<file path="src/hw/lane_cfg_pkg.sv">
// constants of the lane 0 configuration register bank
// assumes a 32-bit APB master and four port pairs, one register each
package lane_cfg_pkg;
  localparam int          NPAIR = 4;
  localparam int          AW    = 18;
  // register byte addresses
  localparam logic [17:0] LANE0_CONFIG_MAC_PAIR0_OFS = 18'h130B0;
  localparam logic [17:0] LANE0_CONFIG_MAC_PAIR1_OFS = 18'h132B0;
  localparam logic [17:0] LANE0_CONFIG_MAC_PAIR2_OFS = 18'h134B0;
  localparam logic [17:0] LANE0_CONFIG_MAC_PAIR3_OFS = 18'h136B0;
  localparam logic [17:0] PAIR_CTRL_OFS              = 18'h130C0;
  localparam logic [17:0] PAIR_STAT_OFS              = 18'h130C4;
  // field positions
  localparam int LINE_RATE_BIT = 0;
  localparam int RECALC_BIT    = 1;
  localparam int UNUSED_LSB    = 2;
  localparam int RSVD8_BIT     = 8;
  localparam int TX_EN_LSB     = 9;
  localparam int BOOST_LSB     = 12;
  localparam int PLL_PWR_BIT   = 16;
  localparam int RX_EN_BIT     = 17;
  localparam int DPLL_CLR_BIT  = 18;
  localparam int EQ_LSB        = 21;
  localparam int DPLL_SEL_LSB  = 24;
  localparam int TX_CLK_BIT    = 27;
  localparam int LOS_LSB       = 28;
  localparam int ALIGN_BIT     = 30;
  localparam int RSVD31_BIT    = 31;
  localparam int BYPASS_BIT    = 0;
  localparam int SPEED_LSB     = 4;
  localparam int LOCKED_LSB    = 0;
  localparam int RXACT_LSB     = 4;
  // reset values of the fields
  localparam logic [31:0] UNUSED_RST = 32'h4;
  localparam logic [31:0] TX_EN_RST  = 32'h3;
  localparam logic [31:0] BOOST_RST  = 32'hC;
  localparam logic [31:0] EQ_RST     = 32'h5;
  localparam logic [31:0] ONE_RST    = 32'h1;
  localparam logic [31:0] CFG_RESET  = (UNUSED_RST << UNUSED_LSB)
    | (TX_EN_RST << TX_EN_LSB) | (BOOST_RST << BOOST_LSB)
    | (ONE_RST << PLL_PWR_BIT) | (ONE_RST << RX_EN_BIT)
    | (ONE_RST << DPLL_CLR_BIT) | (EQ_RST << EQ_LSB)
    | (ONE_RST << TX_CLK_BIT) | (ONE_RST << ALIGN_BIT)
    | (ONE_RST << RSVD31_BIT);
  // fields held while bypass is low
  localparam logic [31:0] LOCK_MASK  = (32'h7 << TX_EN_LSB)
    | (ONE_RST << PLL_PWR_BIT) | (ONE_RST << RX_EN_BIT);
endpackage

</file>
<file path="src/hw/rise_pulse.sv">
// one-cycle pulse on each rising edge of a level vector
// assumes levels come from flip-flops in the same clock domain
`timescale 1ns/10ps
`default_nettype none
module rise_pulse
  import lane_cfg_pkg::*;
#(
  parameter int         W    = 4,
  parameter logic [3:0] INIT = 4'h0
)(
  // clock and reset
  input  wire logic         clk,
  input  wire logic         rst,
  input  wire logic         ce,
  // level in, pulse out
  input  wire logic [W-1:0] level,
  output wire logic [W-1:0] pulse
);
  typedef struct packed {
    logic [W-1:0] prev;
    logic [W-1:0] pls;
  } rp_t;
  rp_t s_r;
  rp_t s_nxt;
  always_comb
  begin
    s_nxt      = s_r;
    s_nxt.pls  = level & ~s_r.prev;
    s_nxt.prev = level;
  end
  always_ff @(posedge clk)
  begin
    if (rst)
      s_r <= '{prev: INIT[W-1:0], pls: '0};
    else if (ce)
      s_r <= s_nxt;
  end
  assign pulse = s_r.pls;
endmodule // rise_pulse
`default_nettype wire

</file>
<file path="src/hw/lane_cfg_merge.sv">
// next value of one lane word on a software write
// assumes byte strobes already folded into wr_word
`timescale 1ns/10ps
`default_nettype none
module lane_cfg_merge
  import lane_cfg_pkg::*;
(
  // current word and write
  input  wire logic [31:0] old_word,
  input  wire logic [31:0] wr_word,
  // lock state
  input  wire logic        bypass,
  input  wire logic        pll_locked,
  // result
  output logic      [31:0] new_word
);
  always_comb
  begin
    new_word            = wr_word;
    new_word[RSVD8_BIT] = 1'b0;
    if (!bypass)
      new_word = (new_word & ~LOCK_MASK) | (old_word & LOCK_MASK);
    else if (new_word[RX_EN_BIT] && !old_word[RX_EN_BIT]
             && !(new_word[PLL_PWR_BIT] && pll_locked))
      new_word[RX_EN_BIT] = 1'b0;
  end
endmodule // lane_cfg_merge
`default_nettype wire

</file>
<file path="src/hw/lane_cfg_regs.sv">
// lane 0 configuration registers of four port pairs on APB
// assumes synchronous inputs, one clock, APB master holding requests
//
// Register access over APB is this design's own decision.
`timescale 1ns/10ps
`default_nettype none
module lane_cfg_regs
  import lane_cfg_pkg::*;
(
  // clock, reset, enable
  input  wire logic             CLK,
  input  wire logic             RST,
  input  wire logic             CE,
  // APB slave
  input  wire logic             PSEL,
  input  wire logic             PENABLE,
  input  wire logic             PWRITE,
  input  wire logic [AW-1:0]    PADDR,
  input  wire logic [31:0]      PWDATA,
  input  wire logic [3:0]       PSTRB,
  output wire logic [31:0]      PRDATA,
  output wire logic             PREADY,
  output wire logic             PSLVERR,
  // lane status
  input  wire logic [NPAIR-1:0] RX_PLL_LOCKED,
  // lane controls, pair i in slice i
  output wire logic [NPAIR-1:0] HALF_RATE,
  output wire logic [NPAIR-1:0] TX_RECALC_PULSE,
  output wire logic [3*NPAIR-1:0] TX_ENABLE,
  output wire logic [4*NPAIR-1:0] TX_BOOST,
  output wire logic [NPAIR-1:0] RX_PLL_POWER,
  output wire logic [NPAIR-1:0] RX_ENABLE,
  output wire logic [NPAIR-1:0] DPLL_CLEAR_PULSE,
  output wire logic [3*NPAIR-1:0] RX_EQ_LEVEL,
  output wire logic [3*NPAIR-1:0] DPLL_SELECT,
  output wire logic [NPAIR-1:0] TX_CLK_POWER,
  output wire logic [2*NPAIR-1:0] LOSS_DETECT_CTL,
  output wire logic [NPAIR-1:0] ALIGN_ENABLE,
  output wire logic             BYPASS_ACTIVE
);

  // ==========================================================
  // state
  // ==========================================================
  typedef struct packed {
    logic [NPAIR-1:0][31:0] cfg;
    logic                   bypass;
    logic [NPAIR-1:0]       speed;
    logic [NPAIR-1:0]       rx_on;
    logic                   ready;
    logic                   err;
    logic [31:0]            rdata;
  } state_t;

  localparam state_t S_RESET = '{
    cfg:    {NPAIR{CFG_RESET}},
    bypass: 1'b0,
    speed:  '0,
    rx_on:  '0,
    ready:  1'b0,
    err:    1'b0,
    rdata:  32'h0000_0000
  };

  localparam logic [NPAIR-1:0][AW-1:0] PAIR_OFS = {
    LANE0_CONFIG_MAC_PAIR3_OFS,
    LANE0_CONFIG_MAC_PAIR2_OFS,
    LANE0_CONFIG_MAC_PAIR1_OFS,
    LANE0_CONFIG_MAC_PAIR0_OFS
  };

  state_t s_r;
  state_t s_nxt;

  // ==========================================================
  // helpers
  // ==========================================================
  // byte strobes to bit mask
  function automatic logic [31:0] strb_mask(input logic [3:0] s);
    logic [31:0] m;
    m = '0;
    for (int b = 0; b < 4; b++)
    begin
      m[8*b +: 8] = {8{s[b]}};
    end
    return m;
  endfunction

  // strobed write onto an old word
  function automatic logic [31:0] apply_wr(
    input logic [31:0] old_w,
    input logic [31:0] wd,
    input logic [3:0]  s
  );
    logic [31:0] m;
    m = strb_mask(s);
    return (old_w & ~m) | (wd & m);
  endfunction

  // ==========================================================
  // decode
  // ==========================================================
  logic             acc;
  logic             commit;
  logic [NPAIR-1:0] pair_hit;
  logic             ctrl_hit;
  logic             stat_hit;
  logic             any_hit;
  logic [31:0]      rd_mux;
  logic [31:0]      ctrl_word;
  logic [31:0]      stat_word;

  assign acc    = PSEL & PENABLE;
  assign commit = acc & s_r.ready;

  always_comb
  begin
    pair_hit = '0;
    for (int i = 0; i < NPAIR; i++)
    begin
      pair_hit[i] = (PADDR == PAIR_OFS[i]);
    end
  end

  assign ctrl_hit = (PADDR == PAIR_CTRL_OFS);
  assign stat_hit = (PADDR == PAIR_STAT_OFS);
  assign any_hit  = (|pair_hit) | ctrl_hit | stat_hit;

  always_comb
  begin
    ctrl_word = '0;
    ctrl_word[BYPASS_BIT] = s_r.bypass;
    ctrl_word[SPEED_LSB +: NPAIR] = s_r.speed;
    stat_word = '0;
    stat_word[LOCKED_LSB +: NPAIR] = RX_PLL_LOCKED;
    stat_word[RXACT_LSB +: NPAIR] = s_r.rx_on;
  end

  always_comb
  begin
    rd_mux = '0;
    for (int i = 0; i < NPAIR; i++)
    begin
      if (pair_hit[i])
        rd_mux = s_r.cfg[i];
    end
    if (ctrl_hit)
      rd_mux = ctrl_word;
    if (stat_hit)
      rd_mux = stat_word;
  end

  // ==========================================================
  // per-pair write merge
  // ==========================================================
  logic [NPAIR-1:0][31:0] merged;

  for (genvar g = 0; g < NPAIR; g++)
  begin : g_merge
    lane_cfg_merge u_merge (
      .old_word   (s_r.cfg[g]),
      .wr_word    (apply_wr(s_r.cfg[g], PWDATA, PSTRB)),
      .bypass     (s_r.bypass),
      .pll_locked (RX_PLL_LOCKED[g]),
      .new_word   (merged[g])
    );
  end

  // ==========================================================
  // next state
  // ==========================================================
  logic [31:0] ctrl_new;

  assign ctrl_new = apply_wr(ctrl_word, PWDATA, PSTRB);

  always_comb
  begin
    s_nxt       = s_r;
    s_nxt.ready = 1'b0;
    s_nxt.err   = 1'b0;
    s_nxt.rdata = '0;
    // answer one cycle into the access phase
    if (acc && !s_r.ready)
    begin
      s_nxt.ready = 1'b1;
      s_nxt.err   = !any_hit;
      s_nxt.rdata = PWRITE ? 32'h0000_0000 : rd_mux;
    end
    if (commit && PWRITE)
    begin
      for (int i = 0; i < NPAIR; i++)
      begin
        if (pair_hit[i])
          s_nxt.cfg[i] = merged[i];
      end
      if (ctrl_hit)
      begin
        s_nxt.bypass = ctrl_new[BYPASS_BIT];
        s_nxt.speed  = ctrl_new[SPEED_LSB +: NPAIR];
        for (int i = 0; i < NPAIR; i++)
        begin
          s_nxt.cfg[i][LINE_RATE_BIT] = ctrl_new[SPEED_LSB + i];
        end
      end
    end
    for (int i = 0; i < NPAIR; i++)
    begin
      // receive path gated by power and lock
      s_nxt.rx_on[i] = s_r.cfg[i][RX_EN_BIT]
                     & s_r.cfg[i][PLL_PWR_BIT]
                     & RX_PLL_LOCKED[i];
    end
  end

  always_ff @(posedge CLK)
  begin
    if (RST)
      s_r <= S_RESET;
    else if (CE)
      s_r <= s_nxt;
  end

  // ==========================================================
  // edge actions
  // ==========================================================
  logic [NPAIR-1:0] recalc_lvl;
  logic [NPAIR-1:0] dclr_lvl;

  always_comb
  begin
    for (int i = 0; i < NPAIR; i++)
    begin
      recalc_lvl[i] = s_r.cfg[i][RECALC_BIT];
      dclr_lvl[i]   = s_r.cfg[i][DPLL_CLR_BIT];
    end
  end

  rise_pulse #(.W(NPAIR), .INIT(4'h0)) u_recalc (
    .clk   (CLK),
    .rst   (RST),
    .ce    (CE),
    .level (recalc_lvl),
    .pulse (TX_RECALC_PULSE)
  );

  rise_pulse #(.W(NPAIR), .INIT(4'hF)) u_dclr (
    .clk   (CLK),
    .rst   (RST),
    .ce    (CE),
    .level (dclr_lvl),
    .pulse (DPLL_CLEAR_PULSE)
  );

  // ==========================================================
  // outputs
  // ==========================================================
  assign PRDATA        = s_r.rdata;
  assign PREADY        = s_r.ready;
  assign PSLVERR       = s_r.err;
  assign BYPASS_ACTIVE = s_r.bypass;

  for (genvar g = 0; g < NPAIR; g++)
  begin : g_out
    assign HALF_RATE[g]          = s_r.cfg[g][LINE_RATE_BIT];
    assign TX_ENABLE[3*g +: 3]   = s_r.cfg[g][TX_EN_LSB +: 3];
    assign TX_BOOST[4*g +: 4]    = s_r.cfg[g][BOOST_LSB +: 4];
    assign RX_PLL_POWER[g]       = s_r.cfg[g][PLL_PWR_BIT];
    assign RX_ENABLE[g]          = s_r.rx_on[g];
    assign RX_EQ_LEVEL[3*g +: 3] = s_r.cfg[g][EQ_LSB +: 3];
    assign DPLL_SELECT[3*g +: 3] = s_r.cfg[g][DPLL_SEL_LSB +: 3];
    assign TX_CLK_POWER[g]       = s_r.cfg[g][TX_CLK_BIT];
    assign LOSS_DETECT_CTL[2*g +: 2] = s_r.cfg[g][LOS_LSB +: 2];
    assign ALIGN_ENABLE[g]       = s_r.cfg[g][ALIGN_BIT];
  end

  // ==========================================================
  // assertions
  // ==========================================================
  localparam int ANS_MIN = 1;
  localparam int ANS_MAX = 2;

  logic wr_p0;
  logic wr_ctrl;
  assign wr_p0   = commit && PWRITE && pair_hit[0] && (PSTRB == 4'hF);
  assign wr_ctrl = commit && PWRITE && ctrl_hit && (PSTRB == 4'hF);

  a_apb_answer: assert property (@(posedge CLK) disable iff (RST || !CE)
    $rose(acc) |-> ##[ANS_MIN:ANS_MAX] PREADY)
    else $error("no answer to an access");

  a_ready_single: assert property (@(posedge CLK) disable iff (RST || !CE)
    PREADY |=> !PREADY)
    else $error("ready held too long");

  a_unmapped_err: assert property (@(posedge CLK) disable iff (RST || !CE)
    (acc && !s_r.ready && !any_hit) |=> (PREADY && PSLVERR))
    else $error("unmapped access not flagged");

  a_lock_hold: assert property (@(posedge CLK) disable iff (RST || !CE)
    (wr_p0 && !s_r.bypass) |=> ($stable(TX_ENABLE[2:0])
      && $stable(RX_PLL_POWER[0])))
    else $error("locked field changed without bypass");

  a_bypass_write: assert property (@(posedge CLK) disable iff (RST || !CE)
    (wr_p0 && s_r.bypass) |=> (TX_ENABLE[2:0] == $past(PWDATA[11:9])))
    else $error("bypass write to transmit enable lost");

  a_rx_gate: assert property (@(posedge CLK) disable iff (RST || !CE)
    RX_ENABLE[0] |-> ($past(RX_PLL_LOCKED[0]) && $past(s_r.cfg[0][PLL_PWR_BIT])))
    else $error("receive enabled without power and lock");

  a_recalc_edge: assert property (@(posedge CLK) disable iff (RST || !CE)
    (recalc_lvl[0] && !$past(recalc_lvl[0])) |=> TX_RECALC_PULSE[0] ##1 !TX_RECALC_PULSE[0])
    else $error("recalculation pulse wrong");

  a_dclr_edge: assert property (@(posedge CLK) disable iff (RST || !CE)
    DPLL_CLEAR_PULSE[0] |-> ($past(dclr_lvl[0]) && !$past(dclr_lvl[0], 2)))
    else $error("frequency clear without rising edge");

  a_speed_rate: assert property (@(posedge CLK) disable iff (RST || !CE)
    wr_ctrl |=> (HALF_RATE[0] == $past(PWDATA[SPEED_LSB])))
    else $error("line rate not following speed select");

  a_align_write: assert property (@(posedge CLK) disable iff (RST || !CE)
    wr_p0 |=> (ALIGN_ENABLE[0] == $past(PWDATA[ALIGN_BIT])))
    else $error("alignment write lost");

  c_bypass_write: cover property (@(posedge CLK) disable iff (RST)
    wr_p0 && s_r.bypass);
  c_recalc: cover property (@(posedge CLK) disable iff (RST)
    TX_RECALC_PULSE[0]);
  c_rx_on: cover property (@(posedge CLK) disable iff (RST)
    $rose(RX_ENABLE[0]));
  c_slverr: cover property (@(posedge CLK) disable iff (RST)
    PREADY && PSLVERR);

endmodule // lane_cfg_regs
`default_nettype wire

</file>
<file path="config.mk">
export PLATFORM = sky130hd
export DESIGN_NAME = lane_cfg_regs
export DESIGN_NICKNAME = d
export VERILOG_FILES = /design/src/hw/lane_cfg_pkg.sv /design/src/hw/rise_pulse.sv /design/src/hw/lane_cfg_merge.sv /design/src/hw/lane_cfg_regs.sv
export SDC_FILE = /design/constraint.sdc
export NUM_CORES = 1
export LEC_CHECK = 0
export BUFFER_PORTS_ARGS = -buffer_cell sky130_fd_sc_hd__buf_2
export CAP_MARGIN = 5
export CORE_MARGIN = 1.5
export CORE_UTILIZATION = 30
export DETAILED_ROUTE_END_ITERATION = 8
export PLACE_DENSITY = 0.5
export SLEW_MARGIN = 10
export SYNTH_ARGS = -nofsm -noshare
export SYNTH_HDL_FRONTEND = slang
export SYNTH_SLANG_ARGS = --single-unit
</file>
<file path="constraint.sdc">
create_clock -name CLK -period 3.1 [get_ports CLK]
set_clock_uncertainty 0.1 [all_clocks]
set_input_delay 0 -clock CLK [delete_from_list [all_inputs] [get_ports CLK]]
set_output_delay 0 -clock CLK [all_outputs]
set_load 0.02 [all_outputs]
</file>
==> After elaboration in Yosys (flattened, before gate mapping) <==
Cells that the tools add are included.
{ "classes": {"n_eq_ne": 6, "muxes": 32, "n_bitwise": 32, "n_reduce_logical": 38} }
{ "ops": {"columns": ["op", "count"], "rows": [
  ["2-to-1 mux 32 bit", 7],
  ["AND 32 bit", 5],
  ["bitwise OR 32 x 18 -> 32 bit", 4],
  ["bitwise OR 32 bit", 4],
  ["equality test 18 x 17 -> 1 bit, second input constant", 6],
  ["2-to-1 mux 17 bit", 4],
  ["2-to-1 mux 14 bit", 4],
  ["2-to-1 mux 34 bit", 1],
  ["inverter 32 bit", 1],
  ["AND reduction 3 bit", 9],
  ["2-to-1 mux 1 bit", 15],
  ["logical AND 1 bit", 14],
  ["AND 1 bit", 10],
  ["logical NOT 1 bit", 10],
  ["AND 4 bit", 2],
  ["AND 8 bit", 1],
  ["inverter 4 bit", 2],
  ["bitwise OR 8 bit", 1],
  ["nonzero test 2 bit", 4],
  ["2-to-1 mux 6 bit", 1],
  ["OR reduction 4 bit", 1],
  ["bitwise OR 1 bit", 2]
]} }
{ "totals": {"out_inout_bits": 123, "elab_cells": 126, "in_bits": 64, "ff_bits": 187} }

==> Depth between registers and ports, before layout <==
{ "logic_depth": {"word_depth": 9, "depth_mapped": 8, "depth_no_buf": 5} }

==> Cells and area by module <==
Synthesis repeated with hierarchy kept, for this count alone.
{ "hier_totals": {"hier_cells": 1476, "area_unflattened_um2": 10867.9} }
{ "by_module_without_submodules": {"columns": ["mod", "area_each_um2", "cells_per_inst", "seq_area_each_um2", "instances"], "rows": [
  ["lane_cfg_regs", 9121.2, 1268, 3423.3, 1],
  ["lane_cfg_merge", 266.5, 35, 0.0, 4],
  ["rise_pulse at u_dclr", 345.3, 34, 160.2, 1],
  ["rise_pulse at u_recalc", 335.3, 34, 160.2, 1]
]} }

==> Worst setup path after synthesis <==
OpenSTA, ideal clock, no wires.
{ "synth_timing": {"path_kind": "register -> register", "startpoint": "register s_r (netlist bit PREADY)", "endpoint": "register (tool-made name)", "arrival_time_ns": 1.937, "synth_period_minus_slack_ns": 2.166, "setup_time_ns": 0.129, "stages_incl_launch_ff": 7, "required_ns": 2.871, "path_slack_ns": 0.934, "n_path_buf": 1, "cell_sequence": "dfxtp_1 and2_1 clkbuf_1 nand3_1 nor3_2 mux2i_1 nand2_1"} }
{ "synth_rtl": {"columns": ["item", "line_no", "source"], "rows": [
  ["start: declaration", "lane_cfg_regs.sv:72", "state_t s_r;"],
  ["start signal: assignment", "lane_cfg_regs.sv:220", "s_r <= s_nxt;"]
]} }

==> reports/metrics.csv <==
metric,value,unit
status,finished clean,
crit_fanout,13,
clk_pin_slew,0.07,ns
startpoint_type,primary input,
synth-async-reset-ratio,0,%
synth_cells,920,
slew_viol_final,0,
route.detailed.drc,0,
synth_area_leader_cell,dfxtp_1,
port_buffers,184,
crit_buf_inv,4,
vdd_drop_max,0.000288,V
avgSynthCellArea,9.31,um2
cts_buffers,17,
area_delta_synth_final,20.9,%
cp_data_arrival_time,3.09,ns
synth_enable_flop_cells,0,
cts_tree,yes,
max_freq,348,MHz
clock_sinks,182,
grt_pass1_vias,6976,
clock_latency,0.43,ns
initialDrtViolationCount,510,
cpMostUsedCell,dlygate4sd3_1,
pin_count,187,
power.leakage,0.00393,uW
drt-total-wl,27.8,mm
root_buffer,clkbuf_16,
path_cells,dlygate4sd3_1 -> buf_2 -> nor4_2 -> nand3_2 -> buf_4 -> nor3_2 -> mux2i_1 -> nor2_1 -> dlygate4sd3_1,
core_area,27900,um2
via_per_inst,4.99,
cts.repair.resized,0,
gp_congestion,0.871,
r2r-start,PREADY,
hold_class,primary input to register,
place_area,9270,um2
n_fill_cell,2928,
crit_path_end_kind,register,
dieArea,29600,um2
synth_top_area_share,42.5,%
yosysUniqueCellTypes,67,
ys_top_cells_by_area,"dfxtp_1 43%, mux2i_1 14%, buf_4 7.5%",
overflow,0,
synth_flop_cell,dfxtp_1,
layout_common_cells,"183 x buf_2, 182 x dfxtp_1, 123 x mux2i_1, 87 x nor2_1, 81 x nand2_1",
path_class,primary input to register,
startpoint,PADDR[2],
stdcell_area,10400,um2
fin_tns_setup,0,ns
finalCoreUtilization,37.1,%
ys_seq_area_share,42.5,%
nets,1117,
cp_slowest_cell,dlygate4sd3_1,
p_per_area,471,nW/um2
critPathRequiredTime,3.32,ns
setup_viol,0,
die_w,172,um
syn-num-nets,984,
synth_seq_cells,182,
relSlewSlack,33.1,%
hpwlAfterDp,18.7,mm
htreeDepth,4,
cts_buffer_depth,2,
start_util,30.7,%
rows,61,
firstDrtPassIters,5,
hold_violations,0,
worst_pin_slew,1.00,ns
rsz0062_at_grt,false,
yosysWarningCount,0,
hold_start,PADDR[9],
syn_area,8570,um2
antenna_found_initial,1,
max_stage_delay,0.58,ns
ff_latch_area,3640,um2
grt_usage,19.0,%
wire_per_inst,19.3,um
grt_pass1_wl,42.0,mm
via_count,7209,
die_h,172,um
min_period,2.87,ns
multiInputGateArea,4070,um2
period_share,92.6,%
final_common_cell,buf_2,
grt_start_max_net_pins,57,
path_delay_family,buffers and inverters,
drive_above_1_share,28.1,%
maxCapViolCount,0,
ant_nets,0,
==> final timing paths <==
path	to	slack, ns	depth (start not counted)
worst min register to register	PRDATA[26]	0.35	2
worst max register to register	register	0.42	6
worst min-delay path	PRDATA[0]	0.06	4
worst max-delay path	register	0.23	9
==> where the power goes <==
group	switching [uW]	total [uW]	internal, uW	leakage, uW
clock network	1060	2280	1220	0.000297
logic	155	257	102	0.00217
registers	4.07	2340	2340	0.00147
==> layout make-up <==
type | count | area share [%]
Multi-Input combinational cell | 595 | 39.3
Sequential cell | 182 | 35.2
Timing Repair Buffer | 251 | 14.9
Tap cell | 378 | 4.56
Clock buffer | 17 | 4.11
Clock inverter | 14 | 1.74
Inverter | 6 | 0.217
Antenna cell | 1 | 0.0242
==> logic make-up (layout without fill, tap and decap cells) <==
kind of cell | after synthesis | after routing | share of synthesized area (%)
AND/OR/NAND/NOR | 309 | 309 | 19.9
flip-flops | 182 | 182 | 42.5
AO/OA/AOI/OAI | 161 | 161 | 12.9
buffers and inverters | 143 | 288 | 10.2
multiplexers | 124 | 124 | 14.5
other | 1 | 2 | 0.0438
==> synth_stat cells, types with 7 or more instances <==
cell        n
nor2_1     89
and3_1      8
nor3_1     10
nor3_4     11
a222oi_1   26
buf_2      10
mux2i_1   123
nand4_1     9
o21ai_1     9
nand3_1    10
o21ai_0    52
nor3_2      7
dfxtp_1   182
nand3b_1    8
or2_2      30
a21oi_1    21
nand2b_1   15
nand2_1    81
a211oi_1    7
buf_4      86
clkbuf_1   40
==> routing by layer <==
layer	vias to the layer above	wire length, um	global-route usage [%]
li1	3478	-	-
met2	245	12700	29.9
met3	31	1750	4.55
met5	-	0	0
met4	0	577	6.58
met1	3455	12800	25.4
==> stage by stage <==
stage	hold slack, ns	std cells	power [uW]	setup slack [ns]
2_1_floorplan	0.0241	920	2490	0.934
3_3_place_gp	0.158	1364	2610	0.646
3_5_place_dp	0.168	1364	2610	0.620
4_1_cts	0.0311	1443	4930	0.201
5_1_grt	0.0870	1444	5040	0.0492
6_report	0.0623	1444	4880	0.229
==> worst min-delay path, delay by kind of cell <==
family                 cells  cell delay [ns]
AOI/OAI and AO/OA          3             0.42
buffers and inverters      1             0.14
==> what timing repair did <==
action / CTS / global route
buffers inserted: 0 / 0
hold buffers: 48 / 0
endpoints found under the hold margin: 146 / 0
(Power assumes the default switching activity.)
